--- src/dbd_pkg.sv ---
package dbd_pkg;

    // Core clock
    localparam int CLK_PERIOD_NS = 25;

    // Register byte offsets
    localparam logic [7:0] OFS_BLANKING_SELECT = 8'h00;
    localparam logic [7:0] OFS_SLOPE_RAMP_CONTROL = 8'h04;
    localparam logic [7:0] OFS_DRIVE_DEAD_TIME = 8'h08;
    localparam logic [7:0] OFS_LOOP_SETPOINT_VALUE = 8'h0c;
    localparam logic [7:0] OFS_PERIPHERAL_ENABLE_ONE = 8'h10;
    localparam logic [7:0] OFS_DRIVE_STATUS = 8'h14;

    // Field positions
    localparam int BLANK_CODE_LSB = 0;
    localparam int SLOPE_RATE_LSB = 0;
    localparam int SLOPE_BYPASS_BIT = 6;
    localparam int SECONDARY_DELAY_LSB = 0;
    localparam int PRIMARY_DELAY_LSB = 4;
    localparam int PRIMARY_BYPASS_BIT = 0;
    localparam int SECONDARY_BYPASS_BIT = 1;

    // Values after reset
    localparam logic [1:0] BLANK_CODE_RST = 2'h0;
    localparam logic [5:0] SLOPE_RATE_RST = 6'h00;
    localparam logic SLOPE_BYPASS_RST = 1'b0;
    localparam logic [3:0] DELAY_CODE_RST = 4'h0;
    localparam logic [7:0] SETPOINT_RST = 8'h00;
    localparam logic TIMER_BYPASS_RST = 1'b0;

    // Analog scaling, informative for the analog side
    localparam int SLOPE_BASE_UV_PER_US = 4600;
    localparam int SLOPE_STEP_PERMILLE = 1080;
    localparam int DAC_STEP_UV = 4800;
    localparam int DAC_STEPS = 255;

    // Interval times and their cycle counts
    localparam int DEAD_STEP_NS = 16;
    localparam int BLANK_50_NS = 50;
    localparam int BLANK_100_NS = 100;
    localparam int BLANK_200_NS = 200;
    localparam int COUNT_W = 5;

    // Least times round up to whole cycles
    function automatic logic [COUNT_W-1:0] dbd_ns_to_cycles(input int ns);
        int cyc;
        cyc = (ns + CLK_PERIOD_NS - 1) / CLK_PERIOD_NS;
        if (ns > 0 && cyc < 1) begin
            cyc = 1;
        end
        return COUNT_W'(cyc);
    endfunction

    function automatic logic [COUNT_W-1:0] dbd_blank_cycles(input logic [1:0] code);
        logic [COUNT_W-1:0] cyc;
        cyc = '0;
        unique case (code)
            2'h0: cyc = '0;
            2'h1: cyc = dbd_ns_to_cycles(BLANK_50_NS);
            2'h2: cyc = dbd_ns_to_cycles(BLANK_100_NS);
            2'h3: cyc = dbd_ns_to_cycles(BLANK_200_NS);
        endcase
        return cyc;
    endfunction

    function automatic logic [COUNT_W-1:0] dbd_dead_cycles(input logic [3:0] code);
        return dbd_ns_to_cycles(DEAD_STEP_NS * (int'(code) + 1));
    endfunction

endpackage

--- src/dbd_delay.sv ---
module dbd_delay
    import dbd_pkg::*;
#(
    parameter int W = COUNT_W
) (
    input wire logic i_mclk,
    input wire logic i_resetn,
    input wire logic i_clk_en,
    input wire logic i_start,
    input wire logic [W-1:0] i_count,
    output logic o_busy
);

    logic [W-1:0] remain;

    // A fresh start restarts the count even mid-interval
    always_ff @(posedge i_mclk or negedge i_resetn) begin
        if (!i_resetn) begin
            remain <= '0;
        end else if (i_clk_en) begin
            if (i_start && i_count != '0) begin
                remain <= i_count - W'(1);
            end else if (remain != '0) begin
                remain <= remain - W'(1);
            end
        end
    end

    // Busy for exactly i_count cycles, the start cycle included
    assign o_busy = (i_start && i_count != '0) || remain != '0;

endmodule // dbd_delay

--- src/dbd_top.sv ---
// Summary of operation
// - Blanking code 00/01/10/11 gives no blanking, 50 ns, 100 ns or 200 ns after primary turn-on.
// - The six upper bits of the blanking register read zero and ignore writes.
// - Slope compensation is on while its bypass bit is zero and bypassed when it is one.
// - A six-bit slope rate code sets the ramp to 4.6 mV/us times 1.08 to the code.
// - Primary and secondary turn-on dead times are inserted independently.
// - Each dead timer works only while that drive's own bypass bit is clear.
// - An 8-bit setpoint value drives the reference DAC summed onto the pedestal.
// - The reference DAC steps about 4.8 mV per code over 255 steps.
// - Exactly four blanking settings, zero included, come from two register bits.
//
// Added by the designer: the address map and register access over AHB-Lite.
module dbd_top
    import dbd_pkg::*;
#(
    parameter int ADDR_W = 8
) (
    input wire logic i_mclk,
    input wire logic i_resetn,
    input wire logic i_clk_en,
    input wire logic i_hsel,
    input wire logic [ADDR_W-1:0] i_haddr,
    input wire logic [1:0] i_htrans,
    input wire logic i_hwrite,
    input wire logic [2:0] i_hsize,
    input wire logic [31:0] i_hwdata,
    input wire logic i_hready,
    output logic [31:0] o_hrdata,
    output logic o_hreadyout,
    output logic o_hresp,
    input wire logic i_primary_request,
    input wire logic i_secondary_request,
    input wire logic i_current_sense_trip,
    output logic o_primary_gate_drive,
    output logic o_secondary_gate_drive,
    output logic o_current_trip,
    output logic o_slope_enable,
    output logic [5:0] o_slope_rate_code,
    output logic [7:0] o_loop_setpoint_value
);

    logic [1:0] blank_interval_code;
    logic slope_bypass;
    logic [5:0] slope_rate_code;
    logic [3:0] primary_delay_code;
    logic [3:0] secondary_delay_code;
    logic [7:0] loop_setpoint_value;
    logic primary_timer_bypass;
    logic secondary_timer_bypass;
    logic dphase_valid;
    logic dphase_write;
    logic [ADDR_W-1:0] dphase_addr;
    logic wr_en;
    logic sense_meta;
    logic sense_sync;
    logic prim_req_prev;
    logic sec_req_prev;
    logic prim_gate_prev;
    logic prim_busy;
    logic sec_busy;
    logic blank_busy;
    logic prim_start;
    logic sec_start;
    logic blank_start;
    logic [31:0] next_rdata;
    logic [7:0] status;

    ////////////////////////////////////////////////////////////////////////////////
    // AHB-Lite slave, zero wait states unless the clock enable is low

    assign o_hreadyout = i_clk_en;
    assign o_hresp = 1'b0;

    // Only word transfers are expected, so the size is not decoded
    always_ff @(posedge i_mclk or negedge i_resetn) begin
        if (!i_resetn) begin
            dphase_valid <= 1'b0;
            dphase_write <= 1'b0;
            dphase_addr <= '0;
        end else if (i_clk_en && i_hready) begin
            dphase_valid <= i_hsel && i_htrans[1];
            dphase_write <= i_hwrite;
            dphase_addr <= i_haddr;
        end
    end

    assign wr_en = i_clk_en && dphase_valid && dphase_write;

    always_ff @(posedge i_mclk or negedge i_resetn) begin
        if (!i_resetn) begin
            blank_interval_code <= BLANK_CODE_RST;
        end else if (wr_en && dphase_addr == ADDR_W'(OFS_BLANKING_SELECT)) begin
            blank_interval_code <= i_hwdata[BLANK_CODE_LSB +: 2];
        end
    end

    always_ff @(posedge i_mclk or negedge i_resetn) begin
        if (!i_resetn) begin
            slope_bypass <= SLOPE_BYPASS_RST;
            slope_rate_code <= SLOPE_RATE_RST;
        end else if (wr_en && dphase_addr == ADDR_W'(OFS_SLOPE_RAMP_CONTROL)) begin
            slope_bypass <= i_hwdata[SLOPE_BYPASS_BIT];
            slope_rate_code <= i_hwdata[SLOPE_RATE_LSB +: 6];
        end
    end

    always_ff @(posedge i_mclk or negedge i_resetn) begin
        if (!i_resetn) begin
            primary_delay_code <= DELAY_CODE_RST;
            secondary_delay_code <= DELAY_CODE_RST;
        end else if (wr_en && dphase_addr == ADDR_W'(OFS_DRIVE_DEAD_TIME)) begin
            primary_delay_code <= i_hwdata[PRIMARY_DELAY_LSB +: 4];
            secondary_delay_code <= i_hwdata[SECONDARY_DELAY_LSB +: 4];
        end
    end

    always_ff @(posedge i_mclk or negedge i_resetn) begin
        if (!i_resetn) begin
            loop_setpoint_value <= SETPOINT_RST;
        end else if (wr_en && dphase_addr == ADDR_W'(OFS_LOOP_SETPOINT_VALUE)) begin
            loop_setpoint_value <= i_hwdata[7:0];
        end
    end

    always_ff @(posedge i_mclk or negedge i_resetn) begin
        if (!i_resetn) begin
            primary_timer_bypass <= TIMER_BYPASS_RST;
            secondary_timer_bypass <= TIMER_BYPASS_RST;
        end else if (wr_en && dphase_addr == ADDR_W'(OFS_PERIPHERAL_ENABLE_ONE)) begin
            primary_timer_bypass <= i_hwdata[PRIMARY_BYPASS_BIT];
            secondary_timer_bypass <= i_hwdata[SECONDARY_BYPASS_BIT];
        end
    end

    assign status = {2'h0, sense_sync, blank_busy, sec_busy, prim_busy,
                     o_secondary_gate_drive, o_primary_gate_drive};

    // Unmapped offsets and unused bits read as zero
    always_comb begin
        next_rdata = '0;
        if (dphase_valid && !dphase_write) begin
            unique case (dphase_addr)
                ADDR_W'(OFS_BLANKING_SELECT): next_rdata[1:0] = blank_interval_code;
                ADDR_W'(OFS_SLOPE_RAMP_CONTROL): next_rdata[6:0] = {slope_bypass, slope_rate_code};
                ADDR_W'(OFS_DRIVE_DEAD_TIME):
                    next_rdata[7:0] = {primary_delay_code, secondary_delay_code};
                ADDR_W'(OFS_LOOP_SETPOINT_VALUE): next_rdata[7:0] = loop_setpoint_value;
                ADDR_W'(OFS_PERIPHERAL_ENABLE_ONE):
                    next_rdata[1:0] = {secondary_timer_bypass, primary_timer_bypass};
                ADDR_W'(OFS_DRIVE_STATUS): next_rdata[7:0] = status;
                default: next_rdata = '0;
            endcase
        end
    end

    // Read data is a mux of flip-flops so a write followed by a read sees the new value
    assign o_hrdata = next_rdata;

    ////////////////////////////////////////////////////////////////////////////////
    // Dead-time insertion and leading edge blanking

    always_ff @(posedge i_mclk or negedge i_resetn) begin
        if (!i_resetn) begin
            sense_meta <= 1'b0;
            sense_sync <= 1'b0;
        end else if (i_clk_en) begin
            sense_meta <= i_current_sense_trip;
            sense_sync <= sense_meta;
        end
    end

    always_ff @(posedge i_mclk or negedge i_resetn) begin
        if (!i_resetn) begin
            prim_req_prev <= 1'b0;
            sec_req_prev <= 1'b0;
            prim_gate_prev <= 1'b0;
        end else if (i_clk_en) begin
            prim_req_prev <= i_primary_request;
            sec_req_prev <= i_secondary_request;
            prim_gate_prev <= o_primary_gate_drive;
        end
    end

    assign prim_start = i_primary_request && !prim_req_prev && !primary_timer_bypass;
    assign sec_start = i_secondary_request && !sec_req_prev && !secondary_timer_bypass;
    assign blank_start = o_primary_gate_drive && !prim_gate_prev;

    dbd_delay u_prim_dead (
        .i_mclk(i_mclk),
        .i_resetn(i_resetn),
        .i_clk_en(i_clk_en),
        .i_start(prim_start),
        .i_count(dbd_dead_cycles(primary_delay_code)),
        .o_busy(prim_busy)
    );

    dbd_delay u_sec_dead (
        .i_mclk(i_mclk),
        .i_resetn(i_resetn),
        .i_clk_en(i_clk_en),
        .i_start(sec_start),
        .i_count(dbd_dead_cycles(secondary_delay_code)),
        .o_busy(sec_busy)
    );

    dbd_delay u_blank (
        .i_mclk(i_mclk),
        .i_resetn(i_resetn),
        .i_clk_en(i_clk_en),
        .i_start(blank_start),
        .i_count(dbd_blank_cycles(blank_interval_code)),
        .o_busy(blank_busy)
    );

    // Turn-off is never delayed; only the rising edge waits out its timer
    always_ff @(posedge i_mclk or negedge i_resetn) begin
        if (!i_resetn) begin
            o_primary_gate_drive <= 1'b0;
            o_secondary_gate_drive <= 1'b0;
        end else if (i_clk_en) begin
            o_primary_gate_drive <= i_primary_request && (primary_timer_bypass || !prim_busy);
            o_secondary_gate_drive <=
                i_secondary_request && (secondary_timer_bypass || !sec_busy);
        end
    end

    always_ff @(posedge i_mclk or negedge i_resetn) begin
        if (!i_resetn) begin
            o_current_trip <= 1'b0;
        end else if (i_clk_en) begin
            o_current_trip <= sense_sync && o_primary_gate_drive && !blank_busy;
        end
    end

    ////////////////////////////////////////////////////////////////////////////////
    // Analog settings; the ramp and DAC scaling live in the analog cells

    always_ff @(posedge i_mclk or negedge i_resetn) begin
        if (!i_resetn) begin
            o_slope_enable <= 1'b0;
            o_slope_rate_code <= SLOPE_RATE_RST;
            o_loop_setpoint_value <= SETPOINT_RST;
        end else if (i_clk_en) begin
            o_slope_enable <= !slope_bypass;
            o_slope_rate_code <= slope_rate_code;
            o_loop_setpoint_value <= loop_setpoint_value;
        end
    end

    ////////////////////////////////////////////////////////////////////////////////
    // Assertions

    a_blank_upper_zero: assert property (@(posedge i_mclk) disable iff (!i_resetn)
        (dphase_valid && !dphase_write && dphase_addr == ADDR_W'(OFS_BLANKING_SELECT))
        |-> o_hrdata[31:2] == '0)
        else $error("blanking register upper bits not zero");

    a_slope_bypass_out: assert property (@(posedge i_mclk) disable iff (!i_resetn)
        (wr_en && dphase_addr == ADDR_W'(OFS_SLOPE_RAMP_CONTROL) && i_hwdata[6]) ##1 i_clk_en
        |=> !o_slope_enable)
        else $error("slope stays enabled after bypass write");

    a_prim_dead_hold: assert property (@(posedge i_mclk) disable iff (!i_resetn)
        (i_clk_en && prim_start) |=> !o_primary_gate_drive)
        else $error("primary drive rose without dead time");

    a_prim_bypass_pass: assert property (@(posedge i_mclk) disable iff (!i_resetn)
        (i_clk_en && primary_timer_bypass) |=> o_primary_gate_drive == $past(i_primary_request))
        else $error("bypassed primary drive not following request");

    a_sec_dead_indep: assert property (@(posedge i_mclk) disable iff (!i_resetn)
        (i_clk_en && sec_start && !prim_busy && i_primary_request)
        |=> !o_secondary_gate_drive && o_primary_gate_drive)
        else $error("secondary dead time not independent");

    a_blank_sense_mask: assert property (@(posedge i_mclk) disable iff (!i_resetn)
        (i_clk_en && blank_busy) |=> !o_current_trip)
        else $error("current trip passed during blanking");

    a_blank_none_code: assert property (@(posedge i_mclk) disable iff (!i_resetn)
        (blank_interval_code == 2'h0 && !$past(blank_busy)) |-> !blank_busy)
        else $error("blanking active with zero code");

    a_dac_setpoint_load: assert property (@(posedge i_mclk) disable iff (!i_resetn)
        (wr_en && dphase_addr == ADDR_W'(OFS_LOOP_SETPOINT_VALUE)) ##1 i_clk_en
        |=> o_loop_setpoint_value == $past(i_hwdata[7:0], 2))
        else $error("setpoint output not loaded from write");

endmodule // dbd_top

--- config.mk ---
export PLATFORM = sky130hd
export DESIGN_NAME = dbd_top
export DESIGN_NICKNAME = d
export VERILOG_FILES = /design/src/dbd_pkg.sv /design/src/dbd_delay.sv /design/src/dbd_top.sv
export SDC_FILE = /design/constraint.sdc
export NUM_CORES = 1
export LEC_CHECK = 0
export BUFFER_PORTS_ARGS = -buffer_cell sky130_fd_sc_hd__buf_2
export CORE_UTILIZATION = 40
export CTS_CLUSTER_DIAMETER = 80
export CTS_CLUSTER_SIZE = 28
export DETAILED_ROUTE_END_ITERATION = 10
export PLACE_DENSITY = 0.57
export SYNTH_ARGS = -nofsm -noshare
export SYNTH_HDL_FRONTEND = slang
export SYNTH_SLANG_ARGS = --single-unit
--- constraint.sdc ---
create_clock -name i_mclk -period 23.1 [get_ports i_mclk]
set_clock_uncertainty 0.05 [all_clocks]
set_input_delay 4.62 -clock i_mclk [delete_from_list [all_inputs] [get_ports i_mclk]]
set_output_delay 4.62 -clock i_mclk [all_outputs]
set_load 0.005 [all_outputs]
* Word level (Yosys, flattened, before mapping)
Index checks and enable logic that the tools add are counted.
** Operators by class
- Divide/modulo/power cells :: 2
- Magnitude comparators :: 4
- $add $sub $neg :: 12
- Eq/ne operators :: 8
- Reduce and logical (&&, ||, !) cells :: 53
- Multiplexer cells :: 13
** Operators by type and width (count)
- divider 32 x 6 -> 32 bit (second input constant) :: 2
- < comparator 32 x 2 -> 1 bit (second input constant) :: 2
- 2-to-1 mux 5 bit :: 8
- one-hot mux 5 bit (4 select lines) :: 2
- nonzero test 5 bit :: 6
- subtractor 5 x 1 -> 5 bit (second input constant) :: 6
- logical AND 1 bit :: 24
- subtractor 10 x 1 -> 11 bit (second input constant) :: 2
- adder 9 x 5 -> 10 bit (second input constant) :: 2
- greater-than comparator 9 x 1 -> 1 bit (second input constant) :: 2
- == test 8 x 4 -> 1 bit (second input constant) :: 2
- == test 8 x 5 -> 1 bit (second input constant) :: 2
- one-hot mux 2 bit (6 select lines) :: 1
- adder 4 x 1 -> 5 bit (second input constant) :: 2
- logical NOT 1 bit :: 10
- == test 8 x 3 -> 1 bit (second input constant) :: 1
- logical NOT 8 bit :: 1
- 2-to-1 mux 8 bit :: 1
- AND reduction 2 bit :: 3
- nonzero test 2 bit :: 3
- logical OR 1 bit :: 5
- == test 2 bit (second input constant) :: 2
- == test 2 x 1 -> 1 bit (second input constant) :: 1
- logical NOT 2 bit :: 1
- one-hot mux 1 bit (2 select lines) :: 1
** Word-level totals
- Output and inout port bits :: 52
- Logic and storage cells :: 117
- Register bits :: 75

* Logic depth before layout (Yosys ltp)
- Depth after elaboration :: 13
- Gate-level depth with buffers :: 32
- Depth with buffers taken out :: 31

* Modules after synthesis
Synthesis repeated with hierarchy kept, for this count alone.
** Unflattened totals
- Cells, all modules :: 747
- Area total of the unflattened synthesis :: 6831.6 um2
** By module, submodules not included
- dbd_top :: times used 1, cells an instance 591, area each 5450.2 um2
- dbd_delay :: times used 3, cells an instance 52, area each 460.4 um2

* Worst setup path before layout
OpenSTA, ideal clock, no wires.
- Kind :: register -> output
- From :: register secondary_delay_code[0]
- To :: output o_hrdata[3]
- Cell stages (with the launch flop) :: 31
- Buffers on the path :: 4
- Slack :: 11838 ps
- Arrival time :: 6592 ps
- Required time :: 18430 ps
- Cell sequence :: dfrtp_1 > buf_4 > inv_1 > ha_1 > buf_2 > and3b_1 > a21o_2 > nor3_4 > a31oi_1 > or2_2 > ha_1 > inv_1 > a2111oi_2 > a41oi_4 > nand2_4 > a311oi_4 > nand3_2 > inv_1 > ha_1 > a22o_1 > or4b_1 > buf_2 > inv_1 > ha_1 > a41o_1 > nor3_4 > a31oi_2 > buf_6 > or3_4 > a221oi_2 > nor2_1
** On the way
- Cells in the longest elaborated chain, start to end :: 12
- Elaborated cells between the ends (all ways) :: 13
- Those cells by class :: 3 x add/sub; 1 x div; 2 x order compare; 3 x mux; 4 x reduce/logical
** RTL lines
- from (decl) :: line dbd_top.sv:46 : logic [3:0] secondary_delay_code;
- from (signal assigned) :: line dbd_top.sv:113 : secondary_delay_code <= i_hwdata[SECONDARY_DELAY_LSB +: 4];
- adder 4 x 1 -> 5 bit (*) :: line dbd_pkg.sv:67 : return dbd_ns_to_cycles(DEAD_STEP_NS * (int'(code) + 1));
- adder 9 x 5 -> 10 bit :: line dbd_pkg.sv:47 : cyc = (ns + CLK_PERIOD_NS - 1) / CLK_PERIOD_NS;
- subtractor 10 x 1 -> 11 bit :: line dbd_pkg.sv:47
- divider 32 x 6 -> 32 bit :: line dbd_pkg.sv:47
- < comparator 32 x 2 -> 1 bit :: line dbd_pkg.sv:48 : if (ns > 0 && cyc < 1) begin
- logical AND 1 bit :: line dbd_pkg.sv:48
- 2-to-1 mux 5 bit (*) :: line dbd_pkg.sv:48
- nonzero test 5 bit (*) :: line dbd_delay.sv:30 : assign o_busy = (i_start && i_count != '0) || remain != '0;
- logical AND 1 bit (*) :: line dbd_delay.sv:30
- logical OR 1 bit (*) :: line dbd_delay.sv:30
- one-hot mux 5 bit (4 select lines) (*) :: line dbd_top.sv:142 : unique case (dphase_addr)
- 2-to-1 mux 8 bit (*) :: line dbd_top.sv:141 : if (dphase_valid && !dphase_write) begin
- to (decl) :: line dbd_top.sv:28 : output logic [31:0] o_hrdata,
Mark *: on every way between the ends. The rest lies on a longest branch, timed or not.

* Worst setup path in the final report
Ends and elaborated chain as after synthesis.

==> reports/metrics.yaml <==
setup_path:
  crit_required_ns: 18.43
  worstSetupStartpoint: "secondary_delay_code[0]"
  r2r-start: "secondary_delay_code[0]"
  r2r_end: "u_sec_dead.remain[3]"
  r2r_cells: 27
  worstPathMaxFanout: 14
  arrival_ns: 8.18
  critPathCaptureType: "output port"
  start_kind: "flop"
  path_class: "reg -> out"
  r2r_slack_ns: 15.15
pwr:
  p_leak_nw: 2.95
  power.density_nw_per_um2: 61.3
  peakVddDrop_uv: 51.2
  power_w: 0.000398
global_route:
  grt_first_pass_wirelength_um: 23500
  grt_max_degree: 76
  grt_use_total_pct: 19.4
  grt_pass1_vias: 4791
  antenna_found_initial: 0
  grt_overflow: 0
placement:
  hpwl_um: 10600
  gp_congestion: 0.858
  io_buffers: 52
  dp_cells: 857
timing:
  tightestPinTransition_ns: 0.943
  hold_violations: 0
  fmax_mhz: 77.8
  rsz0062_at_grt: "no"
  hold_slack_ns: 0.448
  timing.slew.headroom_pct: 37.1
  fin_crit_ns: 12.85
  slew_violations: 0
  setup_viol: 0
  fin_setup_tns_ns: 0
  period_share_pct: 55.6
hold_path:
  min_path_cells: 1
  min_to: "o_slope_enable"
  hold_path.class: "reg -> reg"
  worstHoldStart: "slope_bypass"
clock_tree:
  clkTransAtPathRegs_ns: 0.06
  cts.path.max_buffers: 2
  cts_tree: "done"
  clkSinkCount: 75
  ctsResizeCount: 0
  htreeDepth: 3
  postCtsSetupRepairBufs: 0
  numCtsBuffers: 9
  cts-root-buf: "clkbuf_16"
  holdBufCountCts: 0
  worstSkewPairLatency_ns: 0.33
drt:
  antenna_left: 0
  drc: 0
  dr.pass1.iters: 4
  wire_per_inst_um: 16.1
  wirelength_um: 14000
  via_per_inst: 5.70
  route.vias.total: 4978
  first_iter_violations: 341
run:
  drv_cap: 0
final_layout:
  mostFrequentLayoutCells: "75 x dfrtp_1, 66 x nand2_1, 58 x mux2_2"
  nets: 761
  final_common_cell: "dfrtp_1"
  instances_no_fill: 873
  drive_gt1_share_pct: 24.1
  syn_to_final_growth_pct: 10.2
  antenna_cells: 0
  fin_util_pct: 44.9
logic_synthesis:
  yosysUniqueCellTypes: 92
  syn_avg_cell_area_um2: 9.19
  yosysSeqAreaShare_pct: 31.8
  synth_area_um2: 5900
  syn_inst: 642
  ys.warnings.count: 0
  ys_dominant_reg_cell: "dfrtp_1"
  ys_async_sr_fraction_pct: 100
  ys_ff_latch: 75
  synth_edf_count: 0
floorplanning:
  die-width_um: 123
  dieArea_um2: 15200
  placementRows: 44
  core_um2: 14500
  chipHeight_um: 123
  initial_utilization_pct: 40.8
  num_io_pins: 106
status:
  status: "finished clean"
-- layer usage --
metal | GRT usage [%] | share of wire, %
met4 | 6.02 | 1.5
met3 | 2.49 | 3.1
met5 | 0 | 0
met2 | 33.1 | 48
met1 | 25.5 | 47
-- cell families after synthesis --
logic type	share of synthesized area, %
AND/OR/NAND/NOR	17.8
AO/OA/AOI/OAI	20.5
buffers and inverters	7.44
flip-flops	31.8
multiplexers	13.2
adder cells (fa/ha/maj)	5.05
XOR/XNOR	4.16
other	0.0636
-- layout make-up --
type / count / area, um2
clock inverters: 6 / 65.1
repair buffers: 55 / 285
clock buffers: 10 / 239
flip-flops and latches: 75 / 1880
well taps: 184 / 230
multi-input cells: 509 / 3680
fillers: 1419 / 7970
inverters: 34 / 128
-- per-stage QoR --
stage          setup WS [ns]  instance area, um2
2_1_floorplan          11.84                5990
3_3_place_gp           10.80                6200
3_5_place_dp           10.67                6200
4_1_cts                10.29                6500
5_1_grt                 9.54                6500
6_report               10.25                6500
-- critical path, stage by stage (launching register included) --
cell and delay, ns:
dfrtp_1 0.62, inv_1 0.24, ha_1 0.48, and2b_1 0.32
a21bo_2 0.20, nand3_1 0.15, nor3_1 0.48, or2_2 0.20
ha_1 0.29, inv_1 0.14, a2111oi_2 0.45, a41oi_4 0.13
nand3_1 0.18, and2_1 0.30, nand3_2 0.20, inv_1 0.25
ha_1 0.30, a22o_1 0.26, or4b_1 0.64, inv_1 0.11
ha_1 0.22, a41o_1 0.23, nor3_4 0.18, a31oi_2 0.26
or3_4 0.48, a221oi_2 0.24, nor2_1 0.09, buf_2 0.16
-- worst max path at each step --
stage	end	slack, ns	cells past startpoint
CTS	o_hrdata[3]	10.29	27
detailed placement	o_hrdata[3]	10.67	27
finish	o_hrdata[3]	10.25	27
global placement	o_hrdata[3]	10.80	27
floorplan	o_hrdata[3]	11.84	30
global route	o_hrdata[3]	9.54	27
-- synthesized netlist by cell type, drive strengths merged, types with 6 or more instances --
library cell,instances,share of area [%]
nor2b,7,0.74
buf,38,4.6
clkbuf,10,0.64
and2,6,0.64
nand3,18,1.6
and3,6,0.64
nor2,35,2.2
o21a,7,0.89
a22oi,8,1.0
a31oi,15,1.7
nand4,8,0.85
mux2,59,11
o22ai,8,0.85
o31ai,6,0.85
a21oi,24,2.0
mux2i,11,1.9
nor4,9,1.3
xnor2,12,1.8
dfrtp,75,32
or2,7,0.74
nor3,15,1.7
o21ai,44,3.9
inv,34,2.2
xor2,8,1.2
ha,23,4.9
nand2,68,4.5
-- flip-flops by register name, indices dropped and copies added (netlist names), 2 cells and up --
name,flops
o_loop_setpoint_value,8
loop_setpoint_value,8
blank_interval_code,2
dphase_addr,8
o_slope_rate_code,6
u_sec_dead.remain,5
slope_rate_code,6
secondary_delay_code,4
u_prim_dead.remain,5
u_blank.remain,5
primary_delay_code,4
-- power breakdown --
part	total, W	switching [W]	internal (W)
Combinational	0.0000940	0.0000524	0.0000416
Sequential	0.000165	0.0000157	0.000149
Clock	0.000140	0.0000533	0.0000864
Total	0.000398	0.000121	0.000277
No activity file was read; power rests on OpenSTA's default activity.
